--- src/block_move_regs.svh ---
// constants of the block move unit: command codes, widths, reset values
`ifndef BLOCK_MOVE_REGS_SVH
`define BLOCK_MOVE_REGS_SVH

`define BMU_WORD_W 16
`define BMU_DEV_W 6
`define BMU_FN_W 3
`define BMU_DEV_BASE 6'h02
`define BMU_FN_0 3'h0
`define BMU_FN_1 3'h1
`define BMU_FN_2 3'h2
`define BMU_WORD_RST 16'h0000
`define BMU_ADDR_STEP 16'h0001

`endif

--- src/block_move_pkg.sv ---
// types shared by the block move unit
package block_move_pkg;

	typedef logic [15:0] word_t;

	typedef enum logic [1:0] {
		ST_IDLE,
		ST_FILL,
		ST_MEM,
		ST_DRAIN
	} move_state_t;

endpackage

--- src/block_move_unit.sv ---
// block move unit: programmed i/o commands, address control, memory port
//
// Behaviour
// unit answers at an even device address and the next odd one.
// control function 0 at even address starts a block transfer.
// control function 0 at odd address initializes the unit.
// control function 1 at even address resets the unit.
// control function 1 at odd address arms test data transfer.
// armed output transfer loads write buffer, then disarms test state.
// armed input transfer returns read buffer, then disarms test state.
// control function 2 at even address runs one test memory write.
// control function 2 at odd address runs one test memory read.
// output transfer to even address loads initial-address register.
// output transfer to odd address loads final-address register.
// input transfer from even address returns initial-address register.
// input transfer from odd address returns final-address register.
// sense function 0 at even address is true when not busy.
// sense function 0 at odd address is true after abnormal stop.
// sense function 1 at even address is true at end of block.
// host selects unit and checks sense before moving data words.
// one word buffered each way between memory port and peripheral.
// odd parity generated on words written into memory.
// instruction carries device address bits 0-5, function bits 6-8.
// sense response line asserted when the sensed condition holds.
// transfer advances address from initial, busy until final, then end.
// reset clears busy, abnormal stop, end of block and test arm.
//
// Added by the designer: the register offsets and the plain strobed port.
`timescale 1ns/1ps
`default_nettype none

`include "block_move_regs.svh"

module block_move_unit (
	input wire logic clk,
	input wire logic arst_n,
	input wire logic [5:0] io_dev_addr,
	input wire logic [2:0] io_func,
	input wire logic external_control_op,
	input wire logic sense_op,
	input wire logic output_xfer,
	input wire logic input_xfer,
	input wire logic [15:0] io_data_in,
	output logic [15:0] io_data_out,
	output logic io_data_oe,
	output logic sense_response_line,
	input wire logic parity_enable,
	input wire logic dir_to_memory,
	input wire logic per_word_valid,
	input wire logic [15:0] per_word_in,
	output logic per_word_taken,
	output logic per_word_avail,
	output logic [15:0] per_word_out,
	input wire logic per_word_accept,
	input wire logic per_abnormal_stop,
	output logic mem_req,
	output logic mem_we,
	output logic [15:0] mem_addr,
	output logic [15:0] mem_wdata,
	output logic mem_wparity,
	input wire logic mem_ack,
	input wire logic [15:0] mem_rdata,
	output logic busy
);

	block_move_pkg::move_state_t state_ff;
	block_move_pkg::word_t init_addr_ff, final_addr_ff, wbuf_ff, rbuf_ff;
	block_move_pkg::word_t io_data_out_ff, per_word_out_ff;
	block_move_pkg::word_t mem_addr_ff, mem_wdata_ff;
	logic busy_ff, abnormal_ff, end_block_ff, test_arm_ff, test_cyc_ff;
	logic to_mem_ff, io_data_oe_ff, sense_resp_ff, per_taken_ff;
	logic per_avail_ff, mem_req_ff, mem_we_ff, mem_wpar_ff, wpar;

	// command decode
	logic mine, odd, clear_cmd, last_word, mem_done, stop_now, word_done;
	logic cmd_activate, cmd_init, cmd_reset;
	logic cmd_test_arm, cmd_test_wr, cmd_test_rd;
	logic out_even, out_odd, in_even, in_odd;

	function automatic logic addr_hit(input logic [5:0] a);
		addr_hit = (a[5:1] == 5'(`BMU_DEV_BASE >> 1));
	endfunction

	function automatic logic ctl_is(input logic op, input logic [2:0] fn,
		input logic [2:0] want);
		ctl_is = op && (fn == want);
	endfunction

	assign mine = addr_hit(io_dev_addr);
	assign odd = io_dev_addr[0];
	assign cmd_activate = mine && !odd &&
		ctl_is(external_control_op, io_func, `BMU_FN_0);
	assign cmd_init = mine && odd &&
		ctl_is(external_control_op, io_func, `BMU_FN_0);
	assign cmd_reset = mine && !odd &&
		ctl_is(external_control_op, io_func, `BMU_FN_1);
	assign cmd_test_arm = mine && odd &&
		ctl_is(external_control_op, io_func, `BMU_FN_1);
	assign cmd_test_wr = mine && !odd &&
		ctl_is(external_control_op, io_func, `BMU_FN_2);
	assign cmd_test_rd = mine && odd &&
		ctl_is(external_control_op, io_func, `BMU_FN_2);
	assign out_even = mine && !odd && output_xfer;
	assign out_odd = mine && odd && output_xfer;
	assign in_even = mine && !odd && input_xfer;
	assign in_odd = mine && odd && input_xfer;
	// initialize does everything reset does and also clears the registers
	assign clear_cmd = cmd_reset || cmd_init;
	assign last_word = (init_addr_ff == final_addr_ff);
	assign mem_done = (state_ff == block_move_pkg::ST_MEM) && mem_ack;
	assign stop_now = per_abnormal_stop && busy_ff;
	assign word_done = (mem_done && to_mem_ff) ||
		(state_ff == block_move_pkg::ST_DRAIN &&
		per_word_accept && per_avail_ff);

	odd_parity_gen u_parity (
		.word(wbuf_ff),
		.enable(parity_enable),
		.parity(wpar)
	);

	// transfer sequencer
	always_ff @(posedge clk or negedge arst_n) begin
		if (!arst_n) begin
			state_ff <= block_move_pkg::ST_IDLE;
		end else if (clear_cmd || stop_now) begin
			state_ff <= block_move_pkg::ST_IDLE;
		end else begin
			unique case (state_ff)
				block_move_pkg::ST_IDLE: begin
					if (cmd_activate) begin
						state_ff <= dir_to_memory ? block_move_pkg::ST_FILL :
							block_move_pkg::ST_MEM;
					end else if (cmd_test_wr || cmd_test_rd) begin
						state_ff <= block_move_pkg::ST_MEM;
					end
				end
				block_move_pkg::ST_FILL: begin
					if (per_word_valid) begin
						state_ff <= block_move_pkg::ST_MEM;
					end
				end
				block_move_pkg::ST_MEM: begin
					if (mem_ack) begin
						if (test_cyc_ff) begin
							state_ff <= block_move_pkg::ST_IDLE;
						end else if (!to_mem_ff) begin
							state_ff <= block_move_pkg::ST_DRAIN;
						end else begin
							state_ff <= last_word ? block_move_pkg::ST_IDLE :
								block_move_pkg::ST_FILL;
						end
					end
				end
				block_move_pkg::ST_DRAIN: begin
					if (per_word_accept && per_avail_ff) begin
						state_ff <= last_word ? block_move_pkg::ST_IDLE :
							block_move_pkg::ST_MEM;
					end
				end
			endcase
		end
	end

	// direction and test-cycle qualifiers, latched at launch
	always_ff @(posedge clk or negedge arst_n) begin
		if (!arst_n) begin
			to_mem_ff <= 1'b0;
			test_cyc_ff <= 1'b0;
		end else if (state_ff == block_move_pkg::ST_IDLE) begin
			if (cmd_activate) begin
				to_mem_ff <= dir_to_memory;
				test_cyc_ff <= 1'b0;
			end else if (cmd_test_wr || cmd_test_rd) begin
				to_mem_ff <= cmd_test_wr;
				test_cyc_ff <= 1'b1;
			end
		end
	end

	// busy covers block transfers only; test cycles are not sensed as busy
	always_ff @(posedge clk or negedge arst_n) begin
		if (!arst_n) begin
			busy_ff <= 1'b0;
		end else if (clear_cmd || stop_now) begin
			busy_ff <= 1'b0;
		end else if (cmd_activate && state_ff == block_move_pkg::ST_IDLE) begin
			busy_ff <= 1'b1;
		end else if (busy_ff && last_word && word_done) begin
			busy_ff <= 1'b0;
		end
	end

	// end of block: set wins over a clearing command in the same cycle
	always_ff @(posedge clk or negedge arst_n) begin
		if (!arst_n) begin
			end_block_ff <= 1'b0;
		end else if (busy_ff && !stop_now && last_word && word_done) begin
			end_block_ff <= 1'b1;
		end else if (clear_cmd || cmd_activate) begin
			end_block_ff <= 1'b0;
		end
	end

	// abnormal stop flag, set wins over clear
	always_ff @(posedge clk or negedge arst_n) begin
		if (!arst_n) begin
			abnormal_ff <= 1'b0;
		end else if (stop_now) begin
			abnormal_ff <= 1'b1;
		end else if (clear_cmd || cmd_activate) begin
			abnormal_ff <= 1'b0;
		end
	end

	// test data transfer arm, dropped by the next data transfer
	always_ff @(posedge clk or negedge arst_n) begin
		if (!arst_n) begin
			test_arm_ff <= 1'b0;
		end else if (cmd_test_arm) begin
			test_arm_ff <= 1'b1;
		end else if (clear_cmd) begin
			test_arm_ff <= 1'b0;
		end else if (mine && (output_xfer || input_xfer)) begin
			test_arm_ff <= 1'b0;
		end
	end

	// initial-address register doubles as the running transfer address
	always_ff @(posedge clk or negedge arst_n) begin
		if (!arst_n) begin
			init_addr_ff <= `BMU_WORD_RST;
		end else if (cmd_init) begin
			init_addr_ff <= `BMU_WORD_RST;
		end else if (out_even && !test_arm_ff) begin
			init_addr_ff <= io_data_in;
		end else if (busy_ff && !last_word && !stop_now && word_done) begin
			init_addr_ff <= 16'(init_addr_ff + `BMU_ADDR_STEP);
		end
	end

	always_ff @(posedge clk or negedge arst_n) begin
		if (!arst_n) begin
			final_addr_ff <= `BMU_WORD_RST;
		end else if (cmd_init) begin
			final_addr_ff <= `BMU_WORD_RST;
		end else if (out_odd && !test_arm_ff) begin
			final_addr_ff <= io_data_in;
		end
	end

	// write buffer: from the peripheral, or from the i/o bus under test
	always_ff @(posedge clk or negedge arst_n) begin
		if (!arst_n) begin
			wbuf_ff <= `BMU_WORD_RST;
		end else if (cmd_init) begin
			wbuf_ff <= `BMU_WORD_RST;
		end else if (mine && output_xfer && test_arm_ff) begin
			wbuf_ff <= io_data_in;
		end else if (state_ff == block_move_pkg::ST_FILL && per_word_valid &&
			!clear_cmd && !stop_now) begin
			wbuf_ff <= per_word_in;
		end
	end

	always_ff @(posedge clk or negedge arst_n) begin
		if (!arst_n) begin
			per_taken_ff <= 1'b0;
		end else begin
			per_taken_ff <= state_ff == block_move_pkg::ST_FILL &&
				per_word_valid && !clear_cmd && !stop_now;
		end
	end

	// read buffer: filled by every completed memory read
	always_ff @(posedge clk or negedge arst_n) begin
		if (!arst_n) begin
			rbuf_ff <= `BMU_WORD_RST;
		end else if (cmd_init) begin
			rbuf_ff <= `BMU_WORD_RST;
		end else if (mem_done && !mem_we_ff) begin
			rbuf_ff <= mem_rdata;
		end
	end

	// word offered to the peripheral until it accepts
	always_ff @(posedge clk or negedge arst_n) begin
		if (!arst_n) begin
			per_avail_ff <= 1'b0;
			per_word_out_ff <= `BMU_WORD_RST;
		end else if (clear_cmd || stop_now) begin
			per_avail_ff <= 1'b0;
		end else if (mem_done && !mem_we_ff && !test_cyc_ff) begin
			per_avail_ff <= 1'b1;
			per_word_out_ff <= mem_rdata;
		end else if (per_word_accept) begin
			per_avail_ff <= 1'b0;
		end
	end

	// memory port request, held until acknowledged
	always_ff @(posedge clk or negedge arst_n) begin
		if (!arst_n) begin
			mem_req_ff <= 1'b0;
			mem_we_ff <= 1'b0;
			mem_addr_ff <= `BMU_WORD_RST;
			mem_wdata_ff <= `BMU_WORD_RST;
			mem_wpar_ff <= 1'b0;
		end else if (clear_cmd || stop_now) begin
			mem_req_ff <= 1'b0;
		end else if (state_ff == block_move_pkg::ST_MEM && !mem_req_ff) begin
			mem_req_ff <= 1'b1;
			mem_we_ff <= to_mem_ff;
			mem_addr_ff <= init_addr_ff;
			mem_wdata_ff <= wbuf_ff;
			mem_wpar_ff <= wpar;
		end else if (mem_ack) begin
			mem_req_ff <= 1'b0;
		end
	end

	// input transfer answer, one cycle after the request
	always_ff @(posedge clk or negedge arst_n) begin
		if (!arst_n) begin
			io_data_oe_ff <= 1'b0;
			io_data_out_ff <= `BMU_WORD_RST;
		end else begin
			io_data_oe_ff <= in_even || in_odd;
			if (mine && input_xfer && test_arm_ff) begin
				io_data_out_ff <= rbuf_ff;
			end else if (in_even) begin
				io_data_out_ff <= init_addr_ff;
			end else if (in_odd) begin
				io_data_out_ff <= final_addr_ff;
			end else begin
				io_data_out_ff <= `BMU_WORD_RST;
			end
		end
	end

	// sense answer, one cycle after the request
	always_ff @(posedge clk or negedge arst_n) begin
		if (!arst_n) begin
			sense_resp_ff <= 1'b0;
		end else begin
			sense_resp_ff <= mine && sense_op && (
				(!odd && io_func == `BMU_FN_0 && !busy_ff) ||
				(odd && io_func == `BMU_FN_0 && abnormal_ff) ||
				(!odd && io_func == `BMU_FN_1 && end_block_ff));
		end
	end

	assign io_data_out = io_data_out_ff;
	assign io_data_oe = io_data_oe_ff;
	assign sense_response_line = sense_resp_ff;
	assign per_word_taken = per_taken_ff;
	assign per_word_avail = per_avail_ff;
	assign per_word_out = per_word_out_ff;
	assign mem_req = mem_req_ff;
	assign mem_we = mem_we_ff;
	assign mem_addr = mem_addr_ff;
	assign mem_wdata = mem_wdata_ff;
	assign mem_wparity = mem_wpar_ff;
	assign busy = busy_ff;

endmodule

`default_nettype wire

--- src/odd_parity_gen.sv ---
// odd parity over one memory word
`timescale 1ns/1ps
`default_nettype none

module odd_parity_gen (
	input wire logic [15:0] word,
	input wire logic enable,
	output logic parity
);

	// bit makes the count of ones odd; forced low when parity is unused
	assign parity = enable & ~(^word);

endmodule

`default_nettype wire

--- config.mk ---
export PLATFORM = sky130hd
export DESIGN_NAME = block_move_unit
export DESIGN_NICKNAME = d
export VERILOG_FILES = /design/src/block_move_pkg.sv /design/src/block_move_unit.sv /design/src/odd_parity_gen.sv
export VERILOG_INCLUDE_DIRS = /design/src
export SDC_FILE = /design/constraint.sdc
export NUM_CORES = 1
export LEC_CHECK = 0
export BUFFER_PORTS_ARGS = -buffer_cell sky130_fd_sc_hd__buf_4
export CAP_MARGIN = 20
export CORE_MARGIN = 5
export CORE_UTILIZATION = 25
export CTS_BUF_LIST = sky130_fd_sc_hd__clkbuf_4 sky130_fd_sc_hd__clkbuf_8 sky130_fd_sc_hd__clkbuf_16
export CTS_CLUSTER_SIZE = 14
export DETAILED_ROUTE_END_ITERATION = 8
export HOLD_SLACK_MARGIN = 0.05
export PLACE_DENSITY = 0.55
export SLEW_MARGIN = 10
export SYNTH_ARGS = -nofsm -noshare
export SYNTH_HDL_FRONTEND = slang
export SYNTH_SLANG_ARGS = --single-unit
--- constraint.sdc ---
create_clock -name clk -period 2.7 [get_ports clk]
set_input_delay 0.135 -clock clk [delete_from_list [all_inputs] [get_ports clk]]
set_output_delay 0.135 -clock clk [all_outputs]
set_load 0.005 [all_outputs]
# Yosys cells after proc, flatten, opt, wreduce, memory -nomap -nowiden

Cells that the tools add are included.
W data, S select, Z words.

Bits in registers: 143
Latch bits: 0
RAM bits: 0
Memory bits (read-only): 0
Bits of input ports: 69
Output and inout bits: 72
Memories: 0

Add/sub/neg operators: 1
Multipliers: 0
Divide/modulo/power cells: 0
$lt $le $gt $ge: 0
Equal/unequal tests: 11
Shifts and indexed selects: 0
Muxes and demuxes: 44
Bitwise logic cells: 3
Reductions and logical operators: 87

Operator list:

| operator                | count |
|---|---|
| $mux W16                | 13 |
| $logic_and A1 B1 Y1     | 51 |
| $mux W1                 | 20 |
| $mux W2                 | 10 |
| $reduce_bool A3 Y1      | 6 |
| $add A16 B1 Y16 const B | 1 |
| $eq A16 B16 Y1          | 1 |
| $reduce_xor A16 Y1      | 1 |
| $reduce_bool A2 Y1      | 5 |
| $logic_not A1 Y1        | 9 |
| $logic_or A1 B1 Y1      | 9 |
| $pmux W2 S4             | 1 |
| $reduce_and A2 Y1       | 3 |
| $eq A5 B1 Y1 const B    | 1 |
| $eq A2 B2 Y1 const B    | 2 |
| $ne A4 B3 Y1 const B    | 1 |
| $reduce_and A4 Y1       | 1 |
| $eq A3 B1 Y1 const B    | 1 |
| $eq A3 B2 Y1 const B    | 1 |
| $logic_not A3 Y1        | 1 |
| $ne A3 B1 Y1 const B    | 1 |
| $ne A3 B2 Y1 const B    | 1 |
| $ne A3 B3 Y1 const B    | 1 |
| $eq A2 B1 Y1 const B    | 1 |
| other kinds (3)         | 4 |

# Longest topological paths before layout

Gate-level depths: netlist of the first run.

Depth in word-level cells: 10
Gate-level depth with buffers: 9

# Modules after synthesis

From an unflattened synthesis of the first run, not the netlist that was laid out.

Cell total of the unflattened synthesis: 673
Area, all modules: 7,011.7 µm²

Modules (own cells, without submodules):

| module          | times used | cells each | area each (µm²) | seq. area each (µm²) |
|---|---|---|---|---|
| block_move_unit | 1          | 657        | 6,874.1         | 3,578.4 |
| odd_parity_gen  | 1          | 16         | 137.6           | 0.0 |

# Worst setup path before layout of the first run

OpenSTA, ideal clock, no wires.

Path type: flip-flop to flip-flop
Start: reg state_ff[0]
End: reg init_addr_ff[9]
Library setup time: 139 ps
Data arrival time: 1,853 ps
Path slack: 708 ps
Cell stages (with the launch flop): 9
Path through: dfrtp_1 buf_2 and3b_1 o21ai_1 or3b_1 nand2b_4 buf_6 o311ai_0 o31ai_1

Word-level cells in the longest chain between the ends: 6
Elaborated cells on any way between the ends: 9

Ends and longest elaborated chain:

| what                                          | RTL line                                       | source |
|---|---|---|
| start, declared                               | block_move_unit.sv:66                          | `block_move_pkg::move_state_t state_ff;` |
| start signal, assigned                        | block_move_unit.sv:125                         | `state_ff <= block_move_pkg::ST_IDLE;` |
| start signal, assigned                        | block_move_unit.sv:127                         | `state_ff <= block_move_pkg::ST_IDLE;` |
| start signal, assigned                        | block_move_unit.sv:132                         | `state_ff <= dir_to_memory ? block_move_pkg::ST_FILL :` |
| $eq A2 B2 Y1, on equally long branches        | block_move_unit.sv:110, block_move_unit.sv:113 |  |
| $logic_and A1 B1 Y1, on equally long branches | block_move_unit.sv:110, block_move_unit.sv:113 |  |
| $logic_and A1 B1 Y1, on equally long branches | block_move_unit.sv:112, block_move_unit.sv:114 |  |
| $logic_or A1 B1 Y1 *                          | block_move_unit.sv:112                         | `assign word_done = (mem_done && to_mem_ff) \|\|` |
| $logic_and A1 B1 Y1 *                         | block_move_unit.sv:237                         | `end else if (busy_ff && !last_word && !stop_now && word_done) begin` |
| $reduce_bool A3 Y1 (no line) *                | --                                             |  |
| end signal, assigned                          | block_move_unit.sv:234                         | `` init_addr_ff <= `BMU_WORD_RST; `` |
| end signal, assigned                          | block_move_unit.sv:236                         | `init_addr_ff <= io_data_in;` |
| end signal, assigned                          | block_move_unit.sv:238                         | `` init_addr_ff <= 16'(init_addr_ff + `BMU_ADDR_STEP); `` |
| end, declared                                 | block_move_unit.sv:67                          | `block_move_pkg::word_t init_addr_ff, final_addr_ff, wbuf_ff, rbuf_ff;` |

Mark *: on every way between the ends. The rest lies on a longest branch, timed or not.
A chain may end at the register's enable or synchronous reset.

# Worst setup path in the final report of the first run

Start: reg init_addr_ff[9]
End: reg init_addr_ff[1]

Word-level cells in the longest chain between the ends: 6

Ends and longest elaborated chain:

| what                              | RTL line               | source |
|---|---|---|
| start signal, assigned            | block_move_unit.sv:232 | `` init_addr_ff <= `BMU_WORD_RST; `` |
| start signal, assigned            | block_move_unit.sv:234 |  |
| start signal, assigned            | block_move_unit.sv:236 |  |
| $eq A16 B16 Y1                    | block_move_unit.sv:109 | `assign last_word = (init_addr_ff == final_addr_ff);` |
| $logic_not A1 Y1                  | block_move_unit.sv:237 |  |
| $logic_and A1 B1 Y1 (3 in series) | block_move_unit.sv:237 |  |
| $reduce_bool A3 Y1 (no line)      | --                     |  |

Every way passes these cells.

==> flow_summary.toml, run 1 <==
[run_status]
outcome = "completed"

[critical_path]
worst_setup_path_endpoint = "init_addr_ff[1]"
endpoint_kind = "register"
startpoint = "init_addr_ff[9]"
reg2reg_depth = 6
cell_chain_critical_path = "xor2_1, nor4_1, nand4_1, nand2b_4, and2_1, mux2_2"
timing.critical_path.arrival_ns = 2.71
critPathKind = "register to register"
reg_to_reg_critical_path_endpoint = "init_addr_ff[1]"
setup.reg_to_reg.worst_slack_ns = 0.29
worst_ep_required_time_ns = 3.01
critical-path-max-stage-delay_ns = 0.49
crit_fanout = 21
slowest_stage = "sky130_fd_sc_hd__dfrtp_1"
startpoint_type = "register"
worst_r2r_startpoint = "init_addr_ff[9]"

[global_routing]
grt_max_degree = 58
grt_antenna_before_repair = 0
grt_remaining_overflow = 0
wire_length_of_the_first_global_routing_pass_um = 32980
grt_usage = 0.1346
vias_in_the_first_global_route = 5811

[pwr]
cellLeakagePower_nw = 4.472
cellPowerDensity_nw_per_um2 = 878.1
vdd_ir_drop_max_uv = 376.3

[logic_synthesis]
synth_cell_types = 65
synth_enable_flop_cells = 0
netlist.area_leader.share = 0.5083
yosys-top-cells-area = "sky130_fd_sc_hd__dfrtp_1, sky130_fd_sc_hd__mux2i_1, sky130_fd_sc_hd__a21oi_1"
synth_area_per_cell_um2 = 10.97
ys_seq_area_frac = 0.5083
netlist.top_cell.by_area = "sky130_fd_sc_hd__dfrtp_1"
synth.cell_area_um2 = 7041
ys_ff_latch = 143
postSynth.asyncResetShare = 1.000
yosys_most_used_dff = "sky130_fd_sc_hd__dfrtp_1"
synth_cells = 642
yosys_warnings = 0
synth.net_count = 712

[detailed_routing]
drtIter0Drc = 398
routedWlPerCell_um = 17.20
drc_errors = 0
routed_via_density = 4.528
dr_total_vias = 5529
drtPass1Iterations = 5
route.final.wire_length_um = 21010
ant_nets = 0

[die]
rows = 61
dieArea_um2 = 31620
floorplan.die.height_um = 177.8
core_um2 = 27780
floorplan.initialDensity = 0.2534
ioPinCount = 141
die_w_um = 177.8

[timing]
worst_slew_margin_rel = 0.5666
fin_crit_ns = 2.406
worst_tran_pin_value_ns = 0.6477
drv_slew = 0
maxClockFrequency_mhz = 415.7
rsz0062_at_grt = "no"
totalNegativeSetupSlack_ns = 0
fin_crit_sh = 0.8910
hold_violations = 0
report.final.setup_viol = 0
clock-skew-final_ns = 0.01214

[clocking]
post_cts_resize_count = 0
cts_tree = "done"
cts.sinks = 143
clock_tree.htree_level_count = 4
worst_skew_pair.late_latency_ns = 0.43
cts_buffers = 17
clk_pin_slew_worst_paths_ns = 0.07
clk_path_buf_depth = 2
ctsRootBufferMaster = "sky130_fd_sc_hd__clkbuf_16"

[final_layout]
count_of_nets_after_finishing = 900
most_common_cell_after_layout_fill_and_taps_aside = "sky130_fd_sc_hd__buf_4"
layout_cells_sized_above_1 = 0.2859
insertedDiodeCount = 0
area_delta_synth_final_pct = 36.27
final_util = 0.3453
most-common-layout-cells = "sky130_fd_sc_hd__buf_4, sky130_fd_sc_hd__dfrtp_1, sky130_fd_sc_hd__nand2_1, sky130_fd_sc_hd__a21oi_1, sky130_fd_sc_hd__dlygate4sd3_1"

[place]
gpl.final_weighted_congestion = 0.8244
dpl.hpwl_um = 15260
port_buffers = 140

[flow_run]
timing.max_cap.violations = 0

[hold_path]
hold_path_class = "primary input to async pin"
[metal layers]
layer	vias up	track usage	wire [µm]	part of all wire
met3	13	0.02919	1073	0.051
met5	-	0	0	0
met2	153	0.2115	9663	0.46
met1	2697	0.1886	10050	0.48
met4	0	0.03481	217	0.010
li1	2666	-	-	-
[what timing repair did]
| action | in CTS | in global routing |
|---|---|---|
| endpoints found under the hold margin | 116 | 0 |
| buffers inserted | 0 | 0 |
| hold buffers | 57 | 0 |
| setup endpoints to repair | 0 | 0 |
[cells in the mapped netlist (4+ instances only)]
cell,instances
sky130_fd_sc_hd__o21ai_1,4
sky130_fd_sc_hd__nand3_1,11
sky130_fd_sc_hd__o31ai_1,8
sky130_fd_sc_hd__nor2_1,43
sky130_fd_sc_hd__o211ai_1,7
sky130_fd_sc_hd__mux2_4,20
sky130_fd_sc_hd__xor2_1,18
sky130_fd_sc_hd__mux2_1,16
sky130_fd_sc_hd__nor4_1,6
sky130_fd_sc_hd__mux2_2,14
sky130_fd_sc_hd__nand2_1,64
sky130_fd_sc_hd__or3_1,4
sky130_fd_sc_hd__and3_1,4
sky130_fd_sc_hd__nand2b_1,4
sky130_fd_sc_hd__inv_1,6
sky130_fd_sc_hd__mux2i_1,33
sky130_fd_sc_hd__a22o_1,18
sky130_fd_sc_hd__nand4_1,5
sky130_fd_sc_hd__a21oi_1,62
sky130_fd_sc_hd__nor3_1,9
sky130_fd_sc_hd__buf_6,6
sky130_fd_sc_hd__clkbuf_1,22
sky130_fd_sc_hd__dfrtp_1,143
sky130_fd_sc_hd__o21ai_0,30
sky130_fd_sc_hd__buf_2,12
sky130_fd_sc_hd__xnor2_1,13
[cell type report]
class | instances | area (µm²)
clock inverters | 15 | 141.4
inverters | 7 | 26.28
repair buffers | 217 | 1800
flip-flops and latches | 143 | 3578
multi-input cells | 444 | 3149
clock buffers | 17 | 425.4
well taps | 378 | 473.0
fillers | 2868 | 18190
[power breakdown]
part / internal, mW / switching (mW) / leakage, nW
Combinational: 1.65 / 1.25 / 2.38
Sequential: 2.77 / 0.476 / 1.82
Clock: 1.22 / 1.06 / 0.272
[per-stage QoR]
step	cell area [µm²]	cells	total power, mW	hold slack (ns)	setup WS (ns)
after detailed placement	8457	1132	6.172	0.09230	0.3672
after CTS	9594	1221	8.550	0.2016	0.3402
after global routing	9594	1221	9.018	0.2264	0.1456
after floorplan	7041	642	5.173	-0.1606	0.7076
final	9594	1221	8.425	0.1919	0.2943
after global placement	8457	1132	6.100	0.08575	0.3535
[state kept, by name (all words and copies together) (netlist names)]
signal and cells:
busy 1, mem_wparity 1, to_mem_ff 1, rbuf_ff 16
sense_response_line 1, test_arm_ff 1, test_cyc_ff 1, per_word_avail 1
mem_we 1, abnormal_ff 1, per_word_out 16, init_addr_ff 16
mem_req 1, mem_wdata 16, mem_addr 16, wbuf_ff 16
end_block_ff 1, per_word_taken 1, final_addr_ff 16, state_ff 2
io_data_out 16, io_data_oe 1
[cell families after synthesis]
kind of cell,count (synthesis),synth area share
flops,143,0.5083
fa+ha+maj,1,0.001777
mux,84,0.1407
simple gates,175,0.1272
buf+inv,55,0.04745
compound gates,153,0.1360
xor+xnor,31,0.03856
[critical path, delay by kind of cell, from the launching register on]
kind | cells | cell delay (ns)
mux | 1 | 0.35
flops | 1 | 0.49
simple gates | 4 | 1.26
xor+xnor | 1 | 0.19
[worst min-delay path by stage]
stage / to
2_1_floorplan: abnormal_ff
3_3_place_gp: io_data_out[1]
3_5_place_dp: io_data_out[1]
4_1_cts: abnormal_ff
5_1_grt: state_ff[0]
6_report: io_data_out[1]
(Power assumes the default switching activity.)
==> run 2, diff against run 1 <==
- ABC_AREA: not set -> 0
- CELL_PAD_IN_SITES_DETAIL_PLACEMENT: not set -> 1
- CELL_PAD_IN_SITES_GLOBAL_PLACEMENT: not set -> 1
- PLACE_DENSITY: 0.55 -> not set
- PLACE_DENSITY_LB_ADDON: not set -> 0.08
==> run 2 against run 1 <==
- routed wire length grew 9.8%
- cell count is 0.16% lower
- critical path depth is the same
- sequential power hardly changed
- global-route usage grew 1.5 points
- largest power group unchanged
- sequential cell count is the same
- critical endpoint unchanged
- die area unchanged
- clock power increased by 7%
- combinational power increased by 2%
==> flow_summary.toml, run 2 (synthesis gave the netlist of run 1 again) <==
[detailed_routing]
dr_total_vias = 5584
routedWlPerCell_um = 18.92
routed_via_density = 4.581
route.final.wire_length_um = 23060
drtIter0Drc = 333
ant_nets = 0
drtPass1Iterations = 4
drc_errors = 0

[pwr]
cellPowerDensity_nw_per_um2 = 899.3
vdd_ir_drop_max_uv = 373.0
cellLeakagePower_nw = 4.479
total_power_mw = 8.642

[critical_path]
cell_chain_critical_path = "xor2_1, nor4_1, nand4_1, nand2b_4, and2_1, mux2_2"
startpoint_type = "register"
timing.critical_path.arrival_ns = 2.74
startpoint = "init_addr_ff[9]"
worst_r2r_startpoint = "init_addr_ff[9]"
worst_ep_required_time_ns = 3.01
worst_path_dominant_cell_family = "simple AND/OR/NAND/NOR gates"
endpoint_kind = "register"
critPathBufInv = 0
critPathKind = "register to register"
crit_fanout = 21
reg_to_reg_critical_path_endpoint = "init_addr_ff[1]"
critical-path-max-stage-delay_ns = 0.49
slowest_stage = "sky130_fd_sc_hd__dfrtp_1"
setup.reg_to_reg.worst_slack_ns = 0.27
reg2reg_depth = 6

[timing]
totalNegativeSetupSlack_ns = 0
worst_slew_margin_rel = 0.5006
rsz0062_at_grt = "no"
drv_slew = 0
hold_violations = 0
fin_crit_ns = 2.430
report.final.setup_viol = 0
maxClockFrequency_mhz = 411.5
fin_crit_sh = 0.9000
clock-skew-final_ns = 0.01460
worst_tran_pin_value_ns = 0.7463

[final_layout]
final.fill_count = 3081
multi_input_area_um2 = 3149
stdcell_area_um2 = 9609
most-common-layout-cells = "sky130_fd_sc_hd__buf_4, sky130_fd_sc_hd__dfrtp_1, sky130_fd_sc_hd__nand2_1, sky130_fd_sc_hd__a21oi_1, sky130_fd_sc_hd__dlygate4sd3_1"
area_delta_synth_final_pct = 36.48
ff_latch_area_um2 = 3578
count_of_nets_after_finishing = 899
most_common_cell_after_layout_fill_and_taps_aside = "sky130_fd_sc_hd__buf_4"
layout_cells_sized_above_1 = 0.2845

[run_status]
outcome = "completed"

[die]
floorplan.initialDensity = 0.2534
core_um2 = 27780
floorplan.die.height_um = 177.8
ioPinCount = 141
die_w_um = 177.8
dieArea_um2 = 31620
rows = 61

[global_routing]
wire_length_of_the_first_global_routing_pass_um = 36620
grt_max_degree = 60
grt_antenna_before_repair = 0
grt_remaining_overflow = 0
vias_in_the_first_global_route = 6197
grt_usage = 0.1499

[hold_path]
hold_path_class = "primary input to register"
hold_end = "to_mem_ff"
worstHoldPathCells = 3
timing.hold.worst.start = "io_func[1]"

[clocking]
clk_pin_slew_worst_paths_ns = 0.06
cts_tree = "done"
clock_tree.htree_level_count = 4
cts_buffers = 17
cts.sinks = 143
clk_path_buf_depth = 2
worst_skew_pair.late_latency_ns = 0.42
cts_setup_buffers = 0
ctsRootBufferMaster = "sky130_fd_sc_hd__clkbuf_16"

[place]
gpl.final_weighted_congestion = 0.7690
port_buffers = 140
dpl.hpwl_um = 16710
dpl-instance-area_um2 = 8457

[flow_run]
timing.max_cap.violations = 0
==> run 2: what timing repair did <==
item / CTS / global route
resized for setup: 0 / 0
endpoints found under the hold margin: 130 / 0
hold buffers: 56 / 0
==> run 2: power by group <==
part / internal [mW] / total, mW / switching [mW]
Combinational: 1.64 / 2.95 / 1.31
Sequential: 2.77 / 3.26 / 0.485
Clock: 1.45 / 2.44 / 0.987
==> run 2: per-layer routing <==
| metal | track usage | vias up | wire, µm |
|---|---|---|---|
| met4 | 0.03287 | 0 | 98 |
| li1 | - | 2659 | - |
| met1 | 0.2045 | 2787 | 10970 |
| met3 | 0.03579 | 7 | 1086 |
| met2 | 0.2426 | 131 | 10910 |
| met5 | 0 | - | 0 |
==> run 2: worst max path at each step <==
stage          cells after the start              end
2_1_floorplan                      8  init_addr_ff[9]
3_3_place_gp                       6  init_addr_ff[1]
3_5_place_dp                       6  init_addr_ff[1]
4_1_cts                            6  init_addr_ff[1]
5_1_grt                            6  init_addr_ff[1]
6_report                           6  init_addr_ff[1]
==> run 2: final cells by class <==
type	instances	share of cell area
timing repair buffer	216	0.1863
clock inverter	13	0.01706
multi-input combinational	444	0.3277
antenna	1	0.0002604
tap	378	0.04922
clock buffer	17	0.04427
sequential	143	0.3724
inverter	7	0.002734
==> run 2: stage by stage <==
step             util  setup WS [ns]  instances  hold WS [ns]
3_5_place_dp   0.3044         0.2586       1132        0.1516
2_1_floorplan       -         0.7076        642       -0.1606
3_3_place_gp   0.3044         0.2789       1132        0.1441
4_1_cts        0.3458         0.2470       1218       0.06223
5_1_grt        0.3458         0.1417       1218       0.08352
6_report       0.3459         0.2700       1219       0.08074
==> run 2: worst min-delay path: stages <==
cell and delay, ns:
sky130_fd_sc_hd__buf_4 0.14, sky130_fd_sc_hd__nand4_1 0.09, sky130_fd_sc_hd__nand3_1 0.08
==> run 3, diff against run 2 <==
- CORE_MARGIN: 5 -> 10
==> run 3 against run 2 <==
- clock power grew 2%
- routed wire length grew 2.9%
- utilization is essentially flat
- sequential power is essentially flat
- worst hold slack lost 0.016 ns
- register-to-register slack lost 0.04 ns
- sequential share of layout area is essentially flat
- combinational power is essentially flat
- sequential cell count is the same
- clock skew shrank 0.0021 ns
- die area grew 12%
- first-iteration DRC count shrank 27%
==> flow_summary.toml, run 3 (synthesis gave the netlist of run 1 again) <==
[pwr]
p_sw_mw = 2.787
share_clk_of_total_power = 0.285
cellPowerDensity_nw_per_um2 = 905.0
power.sequential.fraction = 0.373
vdd_ir_drop_max_uv = 418.4
cellLeakagePower_nw = 4.486
cellInternalPower_mw = 5.917
power.combinational.fraction = 0.342
power_switching_share = 0.3202
total_power_mw = 8.704

[final_layout]
most-common-layout-cells = "sky130_fd_sc_hd__buf_4, sky130_fd_sc_hd__dfrtp_1, sky130_fd_sc_hd__nand2_1, sky130_fd_sc_hd__a21oi_1, sky130_fd_sc_hd__dlygate4sd3_1"
most_common_cell_after_layout_fill_and_taps_aside = "sky130_fd_sc_hd__buf_4"
count_of_nets_after_finishing = 899
area_delta_synth_final_pct = 36.59
layout_cells_sized_above_1 = 0.2878
layout.cells.non_filler = 1219
final.fill_count = 3134
insertedDiodeCount = 0

[critical_path]
endpoint_kind = "register"
cell_chain_critical_path = "xor2_1, nor4_1, nand4_1, nand2b_4, and2_1, mux2_2"
startpoint = "init_addr_ff[0]"
critPathKind = "register to register"
crit_fanout = 21
critical-path-max-stage-delay_ns = 0.49
worst_ep_required_time_ns = 3.00
startpoint_type = "register"
worst_r2r_startpoint = "init_addr_ff[0]"
slowest_stage = "sky130_fd_sc_hd__dfrtp_1"
timing.critical_path.arrival_ns = 2.77

[die]
rows = 61
floorplan.initialDensity = 0.2534
ioPinCount = 141
floorplan.die.height_um = 187.8
core_um2 = 27780
die_w_um = 187.8
dieArea_um2 = 35270

[hold_path]
timing.hold.worst.start = "per_abnormal_stop"
hold_path_class = "primary input to register"

[clocking]
clk_path_buf_depth = 2
worst_skew_pair.late_latency_ns = 0.42
ctsRootBufferMaster = "sky130_fd_sc_hd__clkbuf_16"
post_cts_resize_count = 0
clock_tree.htree_level_count = 4
cts_tree = "done"
cts_setup_buffers = 0
ctsHoldBuffers = 54
cts_buffers = 17
cts.sinks = 143
clk_pin_slew_worst_paths_ns = 0.06

[flow_run]
timing.max_cap.violations = 0

[timing]
fin_crit_ns = 2.469
worst_slew_margin_rel = 0.5511
rsz0062_at_grt = "no"
totalNegativeSetupSlack_ns = 0
hold_slack_ns = 0.06518
fin_crit_sh = 0.9145
report.final.setup_viol = 0
maxClockFrequency_mhz = 405.0
worst_tran_pin_value_ns = 0.6733
hold_violations = 0
drv_slew = 0
clock-skew-final_ns = 0.01247
worst_slack_ns = 0.2310

[place]
dpl.hpwl_um = 17500
gpl.final_weighted_congestion = 0.8027
place_worst_setup_slack_ns = 0.2199
port_buffers = 140
dp_cells = 1134

[detailed_routing]
routed_via_density = 4.600
dr_total_vias = 5608
ant_nets = 0
route.final.wire_length_um = 23730
routedWlPerCell_um = 19.47
drtPass1Iterations = 4
drc_errors = 0
drtIter0Drc = 243

[global_routing]
wire_length_of_the_first_global_routing_pass_um = 37680
grt_antenna_before_repair = 0
vias_in_the_first_global_route = 6213
grt_max_degree = 66
grt_remaining_overflow = 0
grt_usage = 0.1340

[run_status]
outcome = "completed"
run 3: power groups by stage:
stage | combinational, mW | sequential, mW | clock [mW]
2_1_floorplan | 2.02 | 3.15 | 0
3_3_place_gp | 2.93 | 3.26 | 0
3_5_place_dp | 2.98 | 3.29 | 0
4_1_cts | 3.05 | 3.26 | 2.54
5_1_grt | 3.30 | 3.35 | 2.64
6_report | 2.98 | 3.24 | 2.48
run 3: critical path, delay by kind of cell (launching register included):
| kind | cells | cell delay (ns) |
|---|---|---|
| flip-flops | 1 | 0.49 |
| AND/OR/NAND/NOR | 4 | 1.31 |
| XOR/XNOR | 1 | 0.19 |
| multiplexers | 1 | 0.35 |
run 3: routing by layer:
metal	GRT usage	share of wire	vias up
met3	0.03358	0.046	13
li1	-	-	2657
met2	0.2147	0.47	129
met4	0.02677	0.0065	0
met5	0	0	-
met1	0.1790	0.48	2809
run 3: worst paths after layout:
| path | cells after the start | endpoint | slack [ns] |
|---|---|---|---|
| max in group asynchronous | 3 | mem_addr[8] | 1.60 |
| hold / removal | 3 | abnormal_ff | 0.07 |
| hold reg to reg | 2 | mem_wparity | 0.49 |
| setup reg to reg | 6 | init_addr_ff[1] | 0.23 |
| setup / recovery | 6 | init_addr_ff[1] | 0.23 |
| min in group asynchronous | 2 | mem_wdata[1] | 0.29 |
run 3: through the flow:
step | utilization | area (µm²)
2_1_floorplan | - | 7041
3_3_place_gp | 0.3049 | 8472
3_5_place_dp | 0.3049 | 8472
4_1_cts | 0.3462 | 9617
5_1_grt | 0.3462 | 9617
6_report | 0.3462 | 9617
run 3: cell type report:
| class | instances | area (µm²) | area share |
|---|---|---|---|
| clock buffer | 19 | 446.7 | 0.04645 |
| clock inverter | 12 | 157.7 | 0.01639 |
| inverter | 7 | 26.28 | 0.002732 |
| multi-input combinational | 444 | 3149 | 0.3275 |
| sequential | 143 | 3578 | 0.3721 |
| tap | 378 | 473.0 | 0.04918 |
| timing repair buffer | 216 | 1785 | 0.1857 |
